**config.mk**
```make
export PLATFORM = sky130hd
export DESIGN_NAME = iefb_bank
export DESIGN_NICKNAME = d
export VERILOG_FILES = /design/src/iefb_pkg.sv /design/src/iefb_if.sv /design/src/iefb_edge_det.sv /design/src/iefb_evt_status.sv /design/src/iefb_bank.sv
export VERILOG_INCLUDE_DIRS = /design/src
export SDC_FILE = /design/constraint.sdc
export NUM_CORES = 1
export LEC_CHECK = 0
export ABC_AREA = 0
export BUFFER_PORTS_ARGS = -buffer_cell sky130_fd_sc_hd__buf_2
export CORE_ASPECT_RATIO = 0.8
export CORE_MARGIN = 2
export CORE_UTILIZATION = 53
export DETAILED_ROUTE_END_ITERATION = 10
export GPL_ROUTABILITY_DRIVEN = 0
export PLACE_DENSITY_LB_ADDON = 0.12
export SYNTH_ARGS = -nofsm -noshare
export SYNTH_HDL_FRONTEND = slang
export SYNTH_HIERARCHICAL = 1
export SYNTH_SLANG_ARGS = --single-unit
```
**constraint.sdc**
```tcl
create_clock -name clock -period 3.4 [get_ports clock]
set_input_delay 0 -clock clock [delete_from_list [all_inputs] [get_ports clock]]
set_output_delay 0 -clock clock [all_outputs]
set_load 0.01 [all_outputs]
```
**src/iefb_defs.svh**
```systemverilog
// Purpose: Constants of the interrupt enable and flag bank.
// Assumes: Included by the edge detector, event status and bank design files.
// Notes:   Offsets are register indices on the plain register port.
`ifndef IEFB_DEFS_SVH
`define IEFB_DEFS_SVH

// ==========================================================================
// Register offsets
`define IEFB_OFF_CONTROL     4'h0
`define IEFB_OFF_PEN_ONE     4'h1
`define IEFB_OFF_PEN_TWO     4'h2
`define IEFB_OFF_EVT_STATUS  4'h3
`define IEFB_OFF_EVT_CLEAR   4'h4
`define IEFB_OFF_EVT_ENABLE  4'h5

// ==========================================================================
// Interrupt control fields
`define IEFB_BIT_GIE         7
`define IEFB_BIT_PERIPH_GROUP_ENABLE        6
`define IEFB_BIT_T0_EN       5
`define IEFB_BIT_EXT_EN      4
`define IEFB_BIT_PC_EN       3
`define IEFB_BIT_T0_FLAG     2
`define IEFB_BIT_EXT_FLAG    1
`define IEFB_BIT_PC_FLAG     0

// Unimplemented bit of the second peripheral enable register.
`define IEFB_BIT_PEN2_UNUSED 4
`define IEFB_PEN2_MASK       8'hEF

// ==========================================================================
// Event status fields
`define IEFB_EVT_EXT         0
`define IEFB_EVT_T0          1
`define IEFB_EVT_VECTOR      2

// ==========================================================================
// Reset values and vector
`define IEFB_RST_BYTE        8'h00
`define IEFB_RST_EVT         3'h0
`define IEFB_VECTOR_ADDR     16'h0004
`define IEFB_RST_VECTOR      16'h0000

`endif

```
**src/iefb_pkg.sv**
```systemverilog
// Purpose: Types shared by the interrupt enable and flag bank.
// Assumes: Constants live in iefb_defs.svh.
// Notes:   Holds types only.
package iefb_pkg;
   typedef logic [7:0] iefb_byte_t;
   typedef logic [2:0] iefb_evt_t;
endpackage

```
**src/iefb_if.sv**
```systemverilog
// Purpose: Carries edge and event signals between the bank and its helpers.
// Assumes: One clock domain.
// Notes:   Three modports, one for each helper and one for the bank.
`timescale 1ns/1ps
interface iefb_if;
   logic              pin;        // external pin level
   logic              edge_sel;   // 1 rising, 0 falling
   logic              edge_pulse; // valid edge seen
   iefb_pkg::iefb_evt_t evt_set;  // event pulses
   iefb_pkg::iefb_evt_t evt_clr;  // clear mask, one cycle
   logic              en_wr;      // enable register write
   iefb_pkg::iefb_evt_t en_wdata; // enable write data
   iefb_pkg::iefb_evt_t status;   // sticky status
   iefb_pkg::iefb_evt_t enable;   // enable register
   logic              irq;        // level interrupt

   modport edge_end (input pin, input edge_sel, output edge_pulse);
   modport evt_end (input evt_set, input evt_clr, input en_wr, input en_wdata,
                    output status, output enable, output irq);
   modport main_end (output pin, output edge_sel, input edge_pulse,
                     output evt_set, output evt_clr, output en_wr, output en_wdata,
                     input status, input enable, input irq);
endinterface

```
**src/iefb_edge_det.sv**
```systemverilog
// Purpose: Detects the selected edge on the external interrupt pin.
// Assumes: The pin is synchronous to clock.
// Notes:   No edge is reported until one sample has been taken after reset.
`timescale 1ns/1ps
`include "iefb_defs.svh"
module iefb_edge_det (
   input wire logic clock,       // core clock
   input wire logic rstn,        // async reset, active low
   iefb_if.edge_end eif          // edge signals
);
   logic prev_q, prev_d;
   logic primed_q, primed_d;

   always_comb begin
      prev_d   = eif.pin;
      primed_d = 1'b1;
   end

   always_ff @(posedge clock or negedge rstn) begin
      if (!rstn) begin
         prev_q   <= 1'b0;
         primed_q <= 1'b0;
      end else begin
         prev_q   <= prev_d;
         primed_q <= primed_d;
      end
   end

   // Priming stops a pin held high through reset from faking a rising edge.
   assign eif.edge_pulse = primed_q & (eif.edge_sel ? (eif.pin & ~prev_q)
                                                    : (~eif.pin & prev_q));

   edge_rise_a: assert property (@(posedge clock) disable iff (!rstn)
      (primed_q && eif.edge_sel && eif.pin && !prev_q) |-> eif.edge_pulse)
      else $error("rising edge not reported");
   edge_fall_a: assert property (@(posedge clock) disable iff (!rstn)
      (eif.edge_pulse && !eif.edge_sel) |-> (!eif.pin && prev_q))
      else $error("falling pulse without falling edge");
endmodule // iefb_edge_det

```
**src/iefb_evt_status.sv**
```systemverilog
// Purpose: Sticky event status, write-only clear and enable with one irq.
// Assumes: Set and clear arrive as one-cycle pulses.
// Notes:   A set in the clearing cycle wins.
`timescale 1ns/1ps
`include "iefb_defs.svh"
module iefb_evt_status (
   input wire logic clock,       // core clock
   input wire logic rstn,        // async reset, active low
   iefb_if.evt_end  eif          // event signals
);
   iefb_pkg::iefb_evt_t status_q, status_d;
   iefb_pkg::iefb_evt_t enable_q, enable_d;

   always_comb begin
      status_d = (status_q & ~eif.evt_clr) | eif.evt_set;
      enable_d = eif.en_wr ? eif.en_wdata : enable_q;
   end

   always_ff @(posedge clock or negedge rstn) begin
      if (!rstn) begin
         status_q <= `IEFB_RST_EVT;
         enable_q <= `IEFB_RST_EVT;
      end else begin
         status_q <= status_d;
         enable_q <= enable_d;
      end
   end

   assign eif.status = status_q;
   assign eif.enable = enable_q;
   assign eif.irq    = |(status_q & enable_q);

   evt_set_wins_a: assert property (@(posedge clock) disable iff (!rstn)
      (eif.evt_set[0] && eif.evt_clr[0]) |=> status_q[0])
      else $error("event lost to clear");
endmodule // iefb_evt_status

```
**src/iefb_bank.sv**
```systemverilog
// Purpose: Interrupt enable and flag bank with request to the processor core.
// Assumes: All inputs synchronous to clock; register port answers in one cycle.
// Notes:   Peripheral flag registers and pin-change flags live outside the bank.
`timescale 1ns/1ps
`include "iefb_defs.svh"

// Function
// - While the global enable is 1 every enabled source may request service, and while it is 0 none may.
// - Sources enabled in the two peripheral enable registers request only while the peripheral-group enable is 1.
// - Each flag sets when its source condition occurs, whatever its enable and the global enable hold.
// - The pin-change summary flag reads 1 while any pin-change flag is set, is read-only, and falls once all are cleared.
// - The timer0 overflow flag sets when the timer0 count overflows.
// - The external pin flag sets when an external pin interrupt event occurs.
// - The control register holds timer0 overflow enable at bit 5, external pin enable at bit 4 and pin-change enable at bit 3.
// - Every implemented bit of the three registers resets to 0 on every reset; control bit 0, the pin-change summary, follows the external flags instead.
// - The first peripheral enable register holds eight enables from timer1 gate at bit 7 down to timer1 overflow at bit 0.
// - The second peripheral enable register holds seven enables with bit 4 unimplemented and reading 0.
// - When an enabled interrupt is taken with the global enable at 1, the global enable clears and execution goes to vector 0004h.
// - The external pin flag sets on a rising edge when edge select is 1 and on a falling edge when it is 0.
module iefb_bank #(
   parameter int PERIPH_W = 8                     // width of each peripheral bank
) (
   input  wire logic        clock,                // core clock, 50 MHz
   input  wire logic        rstn,                 // async reset, active low
   input  wire logic [3:0]  reg_addr,             // register index
   input  wire logic [7:0]  reg_wdata,            // write data
   input  wire logic        reg_wr,               // write strobe
   input  wire logic        reg_rd,               // read strobe
   output logic      [7:0]  reg_rdata,            // read data, cycle after strobe
   input  wire logic        timer0_ovf,           // timer0 overflow pulse
   input  wire logic        ext_pin,              // external interrupt pin level
   input  wire logic        ext_edge_select,      // 1 rising, 0 falling
   input  wire logic [7:0]  pin_change_flags,     // individual pin-change flags
   input  wire logic [7:0]  periph_flags_one,     // first peripheral flag bank
   input  wire logic [7:0]  periph_flags_two,     // second peripheral flag bank
   input  wire logic        irq_ack,              // core takes the interrupt
   input  wire logic        irq_return,           // core leaves the service routine
   output logic             irq_request,          // request to the core
   output logic             vector_load,          // one-cycle vector jump
   output logic      [15:0] vector_addr,          // vector address
   output logic             evt_irq               // level event interrupt
);

   // ========================================================================
   // Elaboration checks

   if (PERIPH_W != 8) begin : g_bad_width
      $error("iefb_bank: PERIPH_W must be 8");
   end

   // ========================================================================
   // Helpers

   function automatic logic reg_hit(input logic [3:0] addr, input logic [3:0] off);
      reg_hit = (addr == off);
   endfunction

   // ========================================================================
   // Helper instances

   iefb_if eif ();

   iefb_edge_det u_edge (
      .clock (clock),
      .rstn  (rstn),
      .eif   (eif)
   );

   iefb_evt_status u_evt (
      .clock (clock),
      .rstn  (rstn),
      .eif   (eif)
   );

   // ========================================================================
   // Register decode

   logic wr_ctl, wr_pen1, wr_pen2, wr_eclr, wr_een;

   always_comb begin
      wr_ctl  = reg_wr & reg_hit(reg_addr, `IEFB_OFF_CONTROL);
      wr_pen1 = reg_wr & reg_hit(reg_addr, `IEFB_OFF_PEN_ONE);
      wr_pen2 = reg_wr & reg_hit(reg_addr, `IEFB_OFF_PEN_TWO);
      wr_eclr = reg_wr & reg_hit(reg_addr, `IEFB_OFF_EVT_CLEAR);
      wr_een  = reg_wr & reg_hit(reg_addr, `IEFB_OFF_EVT_ENABLE);
   end

   // ========================================================================
   // Control and enable registers

   logic                gie_q, gie_d;
   logic                periph_group_enable_q, periph_group_enable_d;
   logic [2:0]          core_en_q, core_en_d;    // timer0, ext pin, pin change
   logic                t0_flag_q, t0_flag_d;
   logic                ext_flag_q, ext_flag_d;
   iefb_pkg::iefb_byte_t pen1_q, pen1_d;
   iefb_pkg::iefb_byte_t pen2_q, pen2_d;
   logic                pc_summary;
   logic                core_pend, periph_pend, take;

   // The summary mirrors the external flags, so it cannot be written here.
   assign pc_summary = |pin_change_flags;

   always_comb begin
      core_pend   = (t0_flag_q  & core_en_q[2])
                  | (ext_flag_q & core_en_q[1])
                  | (pc_summary & core_en_q[0]);
      periph_pend = |(periph_flags_one & pen1_q)
                  | |(periph_flags_two & pen2_q);
      take        = irq_ack & gie_q;
   end

   always_comb begin
      gie_d      = gie_q;
      periph_group_enable_d     = periph_group_enable_q;
      core_en_d  = core_en_q;
      t0_flag_d  = t0_flag_q;
      ext_flag_d = ext_flag_q;
      pen1_d     = pen1_q;
      pen2_d     = pen2_q;
      if (wr_ctl) begin
         gie_d      = reg_wdata[`IEFB_BIT_GIE];
         periph_group_enable_d     = reg_wdata[`IEFB_BIT_PERIPH_GROUP_ENABLE];
         core_en_d  = {reg_wdata[`IEFB_BIT_T0_EN], reg_wdata[`IEFB_BIT_EXT_EN],
                       reg_wdata[`IEFB_BIT_PC_EN]};
         t0_flag_d  = reg_wdata[`IEFB_BIT_T0_FLAG];
         ext_flag_d = reg_wdata[`IEFB_BIT_EXT_FLAG];
      end
      if (wr_pen1) begin
         pen1_d = reg_wdata;
      end
      if (wr_pen2) begin
         pen2_d = reg_wdata & `IEFB_PEN2_MASK;
      end
      // Returning from service re-arms the global enable; taking clears it.
      if (irq_return) begin
         gie_d = 1'b1;
      end
      if (take) begin
         gie_d = 1'b0;
      end
      // Sources set their flags regardless of any enable, and a set wins.
      if (timer0_ovf) begin
         t0_flag_d = 1'b1;
      end
      if (eif.edge_pulse) begin
         ext_flag_d = 1'b1;
      end
   end

   always_ff @(posedge clock or negedge rstn) begin
      if (!rstn) begin
         gie_q      <= 1'b0;
         periph_group_enable_q     <= 1'b0;
         core_en_q  <= 3'h0;
         t0_flag_q  <= 1'b0;
         ext_flag_q <= 1'b0;
         pen1_q     <= `IEFB_RST_BYTE;
         pen2_q     <= `IEFB_RST_BYTE;
      end else begin
         gie_q      <= gie_d;
         periph_group_enable_q     <= periph_group_enable_d;
         core_en_q  <= core_en_d;
         t0_flag_q  <= t0_flag_d;
         ext_flag_q <= ext_flag_d;
         pen1_q     <= pen1_d;
         pen2_q     <= pen2_d;
      end
   end

   // Software is expected to clear flags before enabling; a stale flag
   // would otherwise request at once when its enable is written.
   assign irq_request = gie_q & (core_pend | (periph_group_enable_q & periph_pend));

   // ========================================================================
   // Vector output

   // The address holds after the pulse, so a slow core may still sample it late.
   logic        vload_q, vload_d;
   logic [15:0] vaddr_q, vaddr_d;

   always_comb begin
      vload_d = take;
      vaddr_d = take ? `IEFB_VECTOR_ADDR : vaddr_q;
   end

   always_ff @(posedge clock or negedge rstn) begin
      if (!rstn) begin
         vload_q <= 1'b0;
         vaddr_q <= `IEFB_RST_VECTOR;
      end else begin
         vload_q <= vload_d;
         vaddr_q <= vaddr_d;
      end
   end

   assign vector_load = vload_q;
   assign vector_addr = vaddr_q;

   // ========================================================================
   // Event status hookup

   always_comb begin
      eif.pin      = ext_pin;
      eif.edge_sel = ext_edge_select;
      eif.evt_set  = 3'h0;
      eif.evt_set[`IEFB_EVT_EXT]    = eif.edge_pulse;
      eif.evt_set[`IEFB_EVT_T0]     = timer0_ovf;
      eif.evt_set[`IEFB_EVT_VECTOR] = take;
      eif.evt_clr  = wr_eclr ? reg_wdata[2:0] : 3'h0;
      eif.en_wr    = wr_een;
      eif.en_wdata = reg_wdata[2:0];
   end

   assign evt_irq = eif.irq;

   // ========================================================================
   // Read port

   iefb_pkg::iefb_byte_t rdata_q, rdata_d;
   iefb_pkg::iefb_byte_t ctl_view;

   always_comb begin
      ctl_view = {gie_q, periph_group_enable_q, core_en_q, t0_flag_q, ext_flag_q, pc_summary};
      rdata_d  = 8'h00;
      if (reg_rd) begin
         case (reg_addr)
            `IEFB_OFF_CONTROL:    rdata_d = ctl_view;
            `IEFB_OFF_PEN_ONE:    rdata_d = pen1_q;
            `IEFB_OFF_PEN_TWO:    rdata_d = pen2_q;
            `IEFB_OFF_EVT_STATUS: rdata_d = {5'h00, eif.status};
            `IEFB_OFF_EVT_ENABLE: rdata_d = {5'h00, eif.enable};
            default:              rdata_d = 8'h00;
         endcase
      end
   end

   always_ff @(posedge clock or negedge rstn) begin
      if (!rstn) begin
         rdata_q <= 8'h00;
      end else begin
         rdata_q <= rdata_d;
      end
   end

   assign reg_rdata = rdata_q;

   // ========================================================================
   // Checks

   gie_blocks_a: assert property (@(posedge clock) disable iff (!rstn)
      !gie_q |-> !irq_request)
      else $error("request while global enable is clear");
   periph_gate_a: assert property (@(posedge clock) disable iff (!rstn)
      (!periph_group_enable_q && !core_pend) |-> !irq_request)
      else $error("peripheral request without group enable");
   core_pair_a: assert property (@(posedge clock) disable iff (!rstn)
      (gie_q && t0_flag_q && core_en_q[2]) |-> irq_request)
      else $error("enabled timer0 flag not requesting");
   t0_flag_set_a: assert property (@(posedge clock) disable iff (!rstn)
      timer0_ovf |=> t0_flag_q)
      else $error("timer0 overflow flag not set");
   ext_flag_set_a: assert property (@(posedge clock) disable iff (!rstn)
      eif.edge_pulse |=> ext_flag_q)
      else $error("external pin flag not set");
   summary_flag_a: assert property (@(posedge clock) disable iff (!rstn)
      reg_rd && reg_hit(reg_addr, `IEFB_OFF_CONTROL)
      |=> reg_rdata[`IEFB_BIT_PC_FLAG] == ($past(pin_change_flags) != 8'h00))
      else $error("pin-change summary mismatch");
   pen2_unused_a: assert property (@(posedge clock) disable iff (!rstn)
      !pen2_q[`IEFB_BIT_PEN2_UNUSED])
      else $error("unimplemented enable bit set");
   vector_take_a: assert property (@(posedge clock) disable iff (!rstn)
      (irq_ack && gie_q && !irq_return) |=> (!gie_q && vector_load
                                            && vector_addr == 16'h0004))
      else $error("vector not taken");
   flag_any_en_a: assert property (@(posedge clock) disable iff (!rstn)
      (timer0_ovf && !core_en_q[2] && !gie_q) |=> t0_flag_q)
      else $error("flag gated by enables");
   pen1_write_a: assert property (@(posedge clock) disable iff (!rstn)
      wr_pen1 |=> pen1_q == $past(reg_wdata))
      else $error("peripheral enable write lost");
   reset_zero_a: assert property (@(posedge clock)
      $rose(rstn) |-> (ctl_view[7:1] == 7'h00 && pen1_q == 8'h00 && pen2_q == 8'h00))
      else $error("register not cleared by reset");
   // A return re-arms the global enable unless a take lands in the same cycle.
   ret_sets_gie_a: assert property (@(posedge clock) disable iff (!rstn)
      (irq_return && !(irq_ack && gie_q)) |=> gie_q)
      else $error("return did not set global enable");
   periph_one_a: assert property (@(posedge clock) disable iff (!rstn)
      (gie_q && periph_group_enable_q && (periph_flags_one & pen1_q) != 8'h00) |-> irq_request)
      else $error("enabled first-bank source not requesting");
   periph_two_a: assert property (@(posedge clock) disable iff (!rstn)
      (gie_q && periph_group_enable_q && (periph_flags_two & pen2_q) != 8'h00) |-> irq_request)
      else $error("enabled second-bank source not requesting");
   ctl_enable_a: assert property (@(posedge clock) disable iff (!rstn)
      (wr_ctl && !irq_return && !(irq_ack && gie_q))
      |=> {3'h0, ctl_view[7:3]} == ($past(reg_wdata) >> 3))
      else $error("control enable write lost");
   pen2_write_a: assert property (@(posedge clock) disable iff (!rstn)
      wr_pen2 |=> pen2_q == ($past(reg_wdata) & `IEFB_PEN2_MASK))
      else $error("second enable write lost");

endmodule // iefb_bank

```
==> results of run 1 <==
==> cell type report <==
type                            count  area, um^2  share of cell area (%)
Timing Repair Buffer               67         395                    16.1
Clock inverter                      2        10.0                   0.409
Clock buffer                        6        82.6                    3.37
Tap cell                           42        52.6                    2.15
Inverter                            7        26.3                    1.07
Sequential cell                    40        1000                    40.9
Multi-Input combinational cell    119         881                    36.0
==> kinds of logic after synthesis <==
family	Yosys count
DFF	40
muxes	33
and+or+nand+nor	42
AOI/OAI and AO/OA	28
buffers and inverters	25
other	2
==> placed cells by master, fill, tap and decap left out, drive strengths merged <==
cell / count
a211o: 2
a21boi: 1
a21o: 3
a21oi: 6
a222oi: 3
a22o: 2
a22oi: 8
a32oi: 1
and2: 2
and2b: 1
buf: 55
clkbuf: 6
clkinv: 2
conb: 16
dfrtp: 40
dlygate4sd3: 12
inv: 7
mux2: 27
mux2i: 6
nand2: 5
nand2b: 1
nand3: 4
nand3b: 2
nand4: 1
nand4b: 2
nand4bb: 1
nor2: 16
nor3: 1
nor4: 4
nor4b: 1
o21ai: 2
or2: 1
==> layer usage <==
metal / vias up / part of all wire, % / GRT usage [%]
li1: 728 / - / -
met1: 759 / 44 / 29.9
met2: 78 / 46 / 35.6
met3: 5 / 8.8 / 5.82
met4: 0 / 0.84 / 6.08
met5: - / 0 / 0
==> worst max-delay path: cells and delay by family, from the launching register on <==
kind / cells / cell delay, ns
buffers and inverters: 1 / 0.16
AOI/OAI and AO/OA: 3 / 0.73
DFF: 1 / 0.40
and+or+nand+nor: 1 / 0.11
==> power groups by stage <==
stage	combinational, mW	clock (mW)	sequential (mW)
floorplan	0.163	0	0.593
global placement	0.218	0	0.612
detailed placement	0.224	0	0.615
CTS	0.236	0.327	0.605
global route	0.260	0.354	0.614
finish	0.235	0.322	0.607
==> repair_timing <==
item                                    CTS  global route
hold endpoints to repair                 61             0
endpoints found under the setup margin    0             0
hold buffers                             12             0
==> Yosys cell counts, drive strengths merged <==
cell type   n  area share (%)
nor2       16             3.4
a21oi       6             1.5
mux2       27              15
inv         7             1.3
and2        2            0.63
clkbuf      1            0.19
a22o        2            0.88
nand2b      1            0.32
a32oi       1            0.44
nor3        1            0.25
nand3b      2            0.76
nand3       4             1.5
nand4bb     1            0.57
mux2i       6             3.0
nand4b      2             1.6
o21ai       2            0.50
nand2       5            0.95
nor4b       1            0.44
or2         1            0.32
dfrtp      40              50
a211o       2            0.88
a21o        3             1.1
buf        17             6.3
a22oi       8             3.0
nand4       1            0.32
conb        2            0.38
a222oi      3             1.5
a21boi      1            0.38
and2b       1            0.38
nor4        4             1.3
==> how the worst max path moves through the flow <==
| stage | from | endpoint | slack [ns] |
|---|---|---|---|
| CTS | pen1_q[4] | irq_request | 1.70 |
| floorplan | u_evt/eif.status[2] | reg_rdata[2] | 2.23 |
| global route | pen1_q[4] | irq_request | 1.56 |
| global placement | pen1_q[4] | irq_request | 2.07 |
| detailed placement | pen1_q[4] | irq_request | 2.03 |
| finish | pen1_q[4] | irq_request | 1.71 |
==> flip-flops by register name, summed over array words and instances (netlist names) <==
| register | cells |
|---|---|
| pen2_q | 7 |
| u_evt/eif.status | 3 |
| u_evt/eif.enable | 3 |
| u_edge/prev_q | 1 |
| core_en_q | 3 |
| t0_flag_q | 1 |
| vector_addr | 1 |
| pen1_q | 8 |
| reg_rdata | 8 |
| ext_flag_q | 1 |
| vector_load | 1 |
| gie_q | 1 |
| u_edge/primed_q | 1 |
| periph_group_enable_q | 1 |
==> metrics by stage <==
step	utilization [%]	instance area, um^2
finish	69.6	2450
global route	69.6	2450
CTS	69.6	2450
detailed placement	63.5	2240
global placement	63.5	2240
floorplan	-	2040
==> flow_summary.ini, run 1 <==
[critical_path]
r2r_end = reg_rdata[2]
critical_path_arrival_ns = 1.69
slowest_stage = dfrtp_1
cp_max_fo = 3
rrSetupSlack_ns = 2.11
start_kind = flop
ff2ff_path_depth = 4
path_cells = a222oi_1 -> nand3_1 -> o21ai_0 -> a21boi_0 -> buf_2
cp_data_required_time_ns = 3.40
path_class = flop to primary output
critPathMaxStageDelay_ns = 0.40
endpoint_kind = primary output
reg2reg_from = u_evt/eif.status[2]

[sta]
finalClockSkew_ns = 0.00808
slew-limit-headroom_pct = 42.5
finalCriticalPeriod_ns = 1.69
rsz0062_at_grt = false
max_freq_mhz = 592
fin_setup_tns_ns = 0
setup_ws_ns = 1.71
post-route-period-util_pct = 49.7
setup-violations-final = 0
tightest_slew_ns = 0.863
hold_ws_ns = 0.0211
finalHoldViolCount = 0
finalMaxSlewViolations = 0

[job]
timing.max_cap.violations = 0

[detailed_routing]
vias = 1570
drt_iter0_drc = 82
ant_nets = 0
drt-total-wl_mm = 4.29
dr.pass1.iters = 6
remaining_drc_errors = 0
wire_per_inst_um = 15.2
vias_per_cell = 5.55

[grt]
grt-ovfl-total = 0
antenna_found_initial = 0
grt_pass1_vias = 1494
grt_use_total_pct = 22.1
grt_max_degree = 41
grt_pass1_wl_mm = 7.12

[logic_synthesis]
ys_ff_latch = 40
ys_types = 35
synth.area.mux_share_pct = 18.3
ys_seq_area_share_pct = 50.4
syn_area_per_cell_um2 = 11.7
synth_top_family_by_area = multiplexers
synth.cell_area_mm2 = 0.00198
synthSimpleGateAreaFrac_pct = 12.7
synth_xor_area_share_pct = 0
synth_warnings = 6
synth_fa_ha_area_share_pct = 0
synth-compound-area-share_pct = 10.3
syn-instance-count = 170

[final_layout]
instances_no_fill = 283
n_antenna_cell = 0
fillCellCount = 265
finalNetCount = 285
syn_to_final_growth_pct = 23.4
layout-drive-gt1-share_pct = 38.2

[min_path]
worstHoldPathType = primary input to flop
whs_path_depth = 3
holdCritStartpoint = reg_rd
min_to = reg_rdata[7]

[placed_design]
pre_cts_slack_ns = 2.03
place_inst = 263
io_buffer_count = 55
dpl.hpwl_mm = 3.23

[die]
io_pins = 72
start_util_pct = 56.4
num_rows = 19
dieArea_mm2 = 0.00425
fp.dieH_um = 58.7
fp.coreArea_mm2 = 0.00352
fp.dieW_um = 72.4

[pwr]
p_leak_nw = 1.19
power.switching_mw = 0.325
pwr-share-clk_pct = 27.6
power_mw = 1.16
powerDensity_mw_per_mm2 = 475
switching_share_pct = 28.0
vdd_ir_drop_max_v = 0.000298
sequentialPowerShare_pct = 52.2
p_comb_share_pct = 20.2
internal_power_mw = 0.838

[clock_tree]
numCtsBuffers = 5
clockBufferDepth = 2
insertion_delay_ns = 0.29
htree_num_levels = 2
cts_resized = 0
postCtsSetupRepairBufs = 0
cts_tree = done
clkTransAtPathRegs_ns = 0.08
clock-sinks = 40
cts-root-buf = clkbuf_8

[run_status]
status = complete, no violations
No activity file was read; power rests on OpenSTA's default activity.
==> run 2, diff against run 1 <==
--- a/config.mk
+++ b/config.mk
@@ -10,7 +10,7 @@
 export BUFFER_PORTS_ARGS = -buffer_cell sky130_fd_sc_hd__buf_2
 export CORE_ASPECT_RATIO = 0.8
 export CORE_MARGIN = 2
-export CORE_UTILIZATION = 53
+export CORE_UTILIZATION = 49
 export DETAILED_ROUTE_END_ITERATION = 10
 export GPL_ROUTABILITY_DRIVEN = 0
 export PLACE_DENSITY_LB_ADDON = 0.12
==> constraint.sdc (replaced) <==
create_clock -name clock -period 1.73 [get_ports clock]
set_input_delay 0 -clock clock [delete_from_list [all_inputs] [get_ports clock]]
set_output_delay 0 -clock clock [all_outputs]
set_load 0.01 [all_outputs]
==> run 2 against run 1 <==
Sequential cell count unchanged; global-route usage decreased by 0.90 points; routed wire length increased by 2.6%; setup slack worse by 1.6 ns; sequential power rose by 96%; critical path type unchanged; largest cell class unchanged; clock-buffer cell count stayed put; combinational power rose by 100%; clock power grew 130%.
==> flow_summary.ini, run 2 (synthesized netlist as in run 1, its figures left out) <==
[run_status]
status = complete, no violations

[sta]
setup_ws_ns = 0.119
finalHoldViolCount = 0
post-route-period-util_pct = 93.1
finalClockSkew_ns = 0.00327
setup-violations-final = 0
rsz0062_at_grt = true
finalCriticalPeriod_ns = 1.61
finalMaxSlewViolations = 0
max_freq_mhz = 621

[critical_path]
endpoint_kind = primary output
critical_path_arrival_ns = 1.61
start_kind = flop
cp_max_fo = 3
cp_data_required_time_ns = 1.73
path_class = flop to primary output

[clock_tree]
clockBufferDepth = 2
clock-sinks = 40
insertion_delay_ns = 0.29
clkTransAtPathRegs_ns = 0.07
htree_num_levels = 2
cts-root-buf = clkbuf_8
cts_tree = done
numCtsBuffers = 5

[die]
fp.coreArea_mm2 = 0.00385
dieArea_mm2 = 0.00458
start_util_pct = 51.5
io_pins = 72
fp.dieW_um = 75.2
num_rows = 20
fp.dieH_um = 60.9

[final_layout]
final_cell_mix = buf_2, dfrtp_1, mux2_2
stdcell_area_mm2 = 0.00249
n_antenna_cell = 0
finalNetCount = 287
fin_util_pct = 64.7
layout-drive-gt1-share_pct = 38.3
syn_to_final_growth_pct = 25.7
instances_no_fill = 298
final_common_cell = buf_2

[min_path]
worstHoldPathType = primary input to flop

[placed_design]
place_inst = 277
dpl_cell_area_mm2 = 0.00226
dpl.hpwl_mm = 3.33
pre_cts_slack_ns = 0.401
io_buffer_count = 55

[detailed_routing]
drt-total-wl_mm = 4.40
drt_iter0_drc = 109
vias = 1556
ant_nets = 0
vias_per_cell = 5.22
remaining_drc_errors = 0
dr.pass1.iters = 4
wire_per_inst_um = 14.8

[grt]
top_usage_layer = met1
grt_pass1_vias = 1438
grt_use_total_pct = 21.2
use_met2_pct = 30.1
grt_max_degree = 41
antenna_found_initial = 0
grt_pass1_wl_mm = 7.07
use_met1_pct = 30.9
grt-ovfl-total = 0
grtUsageMet3_pct = 5.65

[pwr]
vdd_ir_drop_max_v = 0.000483
powerDensity_mw_per_mm2 = 965
power_mw = 2.41
p_leak_nw = 1.21

[job]
timing.max_cap.violations = 0
[run 2: changes by cell type in the layout (fill, tap and decap cells not counted), sizes merged]
cell / previous run / this run
clkinv: 2 / 1
buf: 55 / 57
bufinv: 0 / 1
[run 2: path summary, 6_finish.rpt]
| path | end | cells after the start | from | slack [ns] |
|---|---|---|---|---|
| setup / recovery | irq_request | 5 | pen1_q[4] | 0.12 |
| hold / removal | vector_load | 2 | irq_ack | 0.005 |
| setup reg to reg | reg_rdata[2] | 4 | u_evt/eif.status[2] | 0.43 |
| hold reg to reg | vector_addr[2] | 1 | vector_addr[2] | 0.48 |
| max in group asynchronous | pen2_q[5] | 3 | rstn | 1.08 |
| min in group asynchronous | reg_rdata[1] | 3 | rstn | 0.30 |
[run 2: per-stage QoR]
stage | setup TNS, ns | hold slack [ns]
6_report | 0 | 0.00547
4_1_cts | 0 | 0.00342
2_1_floorplan | 0 | -0.296
3_5_place_dp | 0 | 0.0841
3_3_place_gp | 0 | 0.0793
5_1_grt | -0.0222 | 0.00890
[run 2: power breakdown]
part / switching (mW) / internal, mW
Sequential: 0.116 / 1.08
Combinational: 0.214 / 0.262
Clock: 0.310 / 0.428
[run 2: what timing repair did]
action | 4_1_cts | 5_1_grt
endpoints found under the setup margin | 0 | 1
hold buffers | 12 | 0
endpoints found under the hold margin | 64 | 0
buffers inserted | 0 | 1
resized for setup | 0 | 2
[run 2: critical path, stage by stage (launching register included)]
cell      delay, ns
dfrtp_1        0.39
a222oi_1       0.40
nand3_1        0.12
o21ai_1        0.16
a21boi_1       0.09
buf_2          0.16
[run 2: per-layer routing]
metal | share of wire, % | vias up | wire length [um]
met5 | 0 | - | 0
met2 | 45 | 74 | 1970
met1 | 46 | 748 | 2040
li1 | - | 729 | -
met4 | 1.1 | 0 | 47
met3 | 7.9 | 5 | 347
[run 2: layout make-up]
cell class / count / area [um^2]
Multi-Input combinational cell: 119 / 881
Clock inverter: 2 / 35.0
Clock buffer: 6 / 72.6
Tap cell: 55 / 68.8
Fill cell: 316 / 1360
Timing Repair Buffer: 69 / 410
Inverter: 7 / 26.3
Sequential cell: 40 / 1000
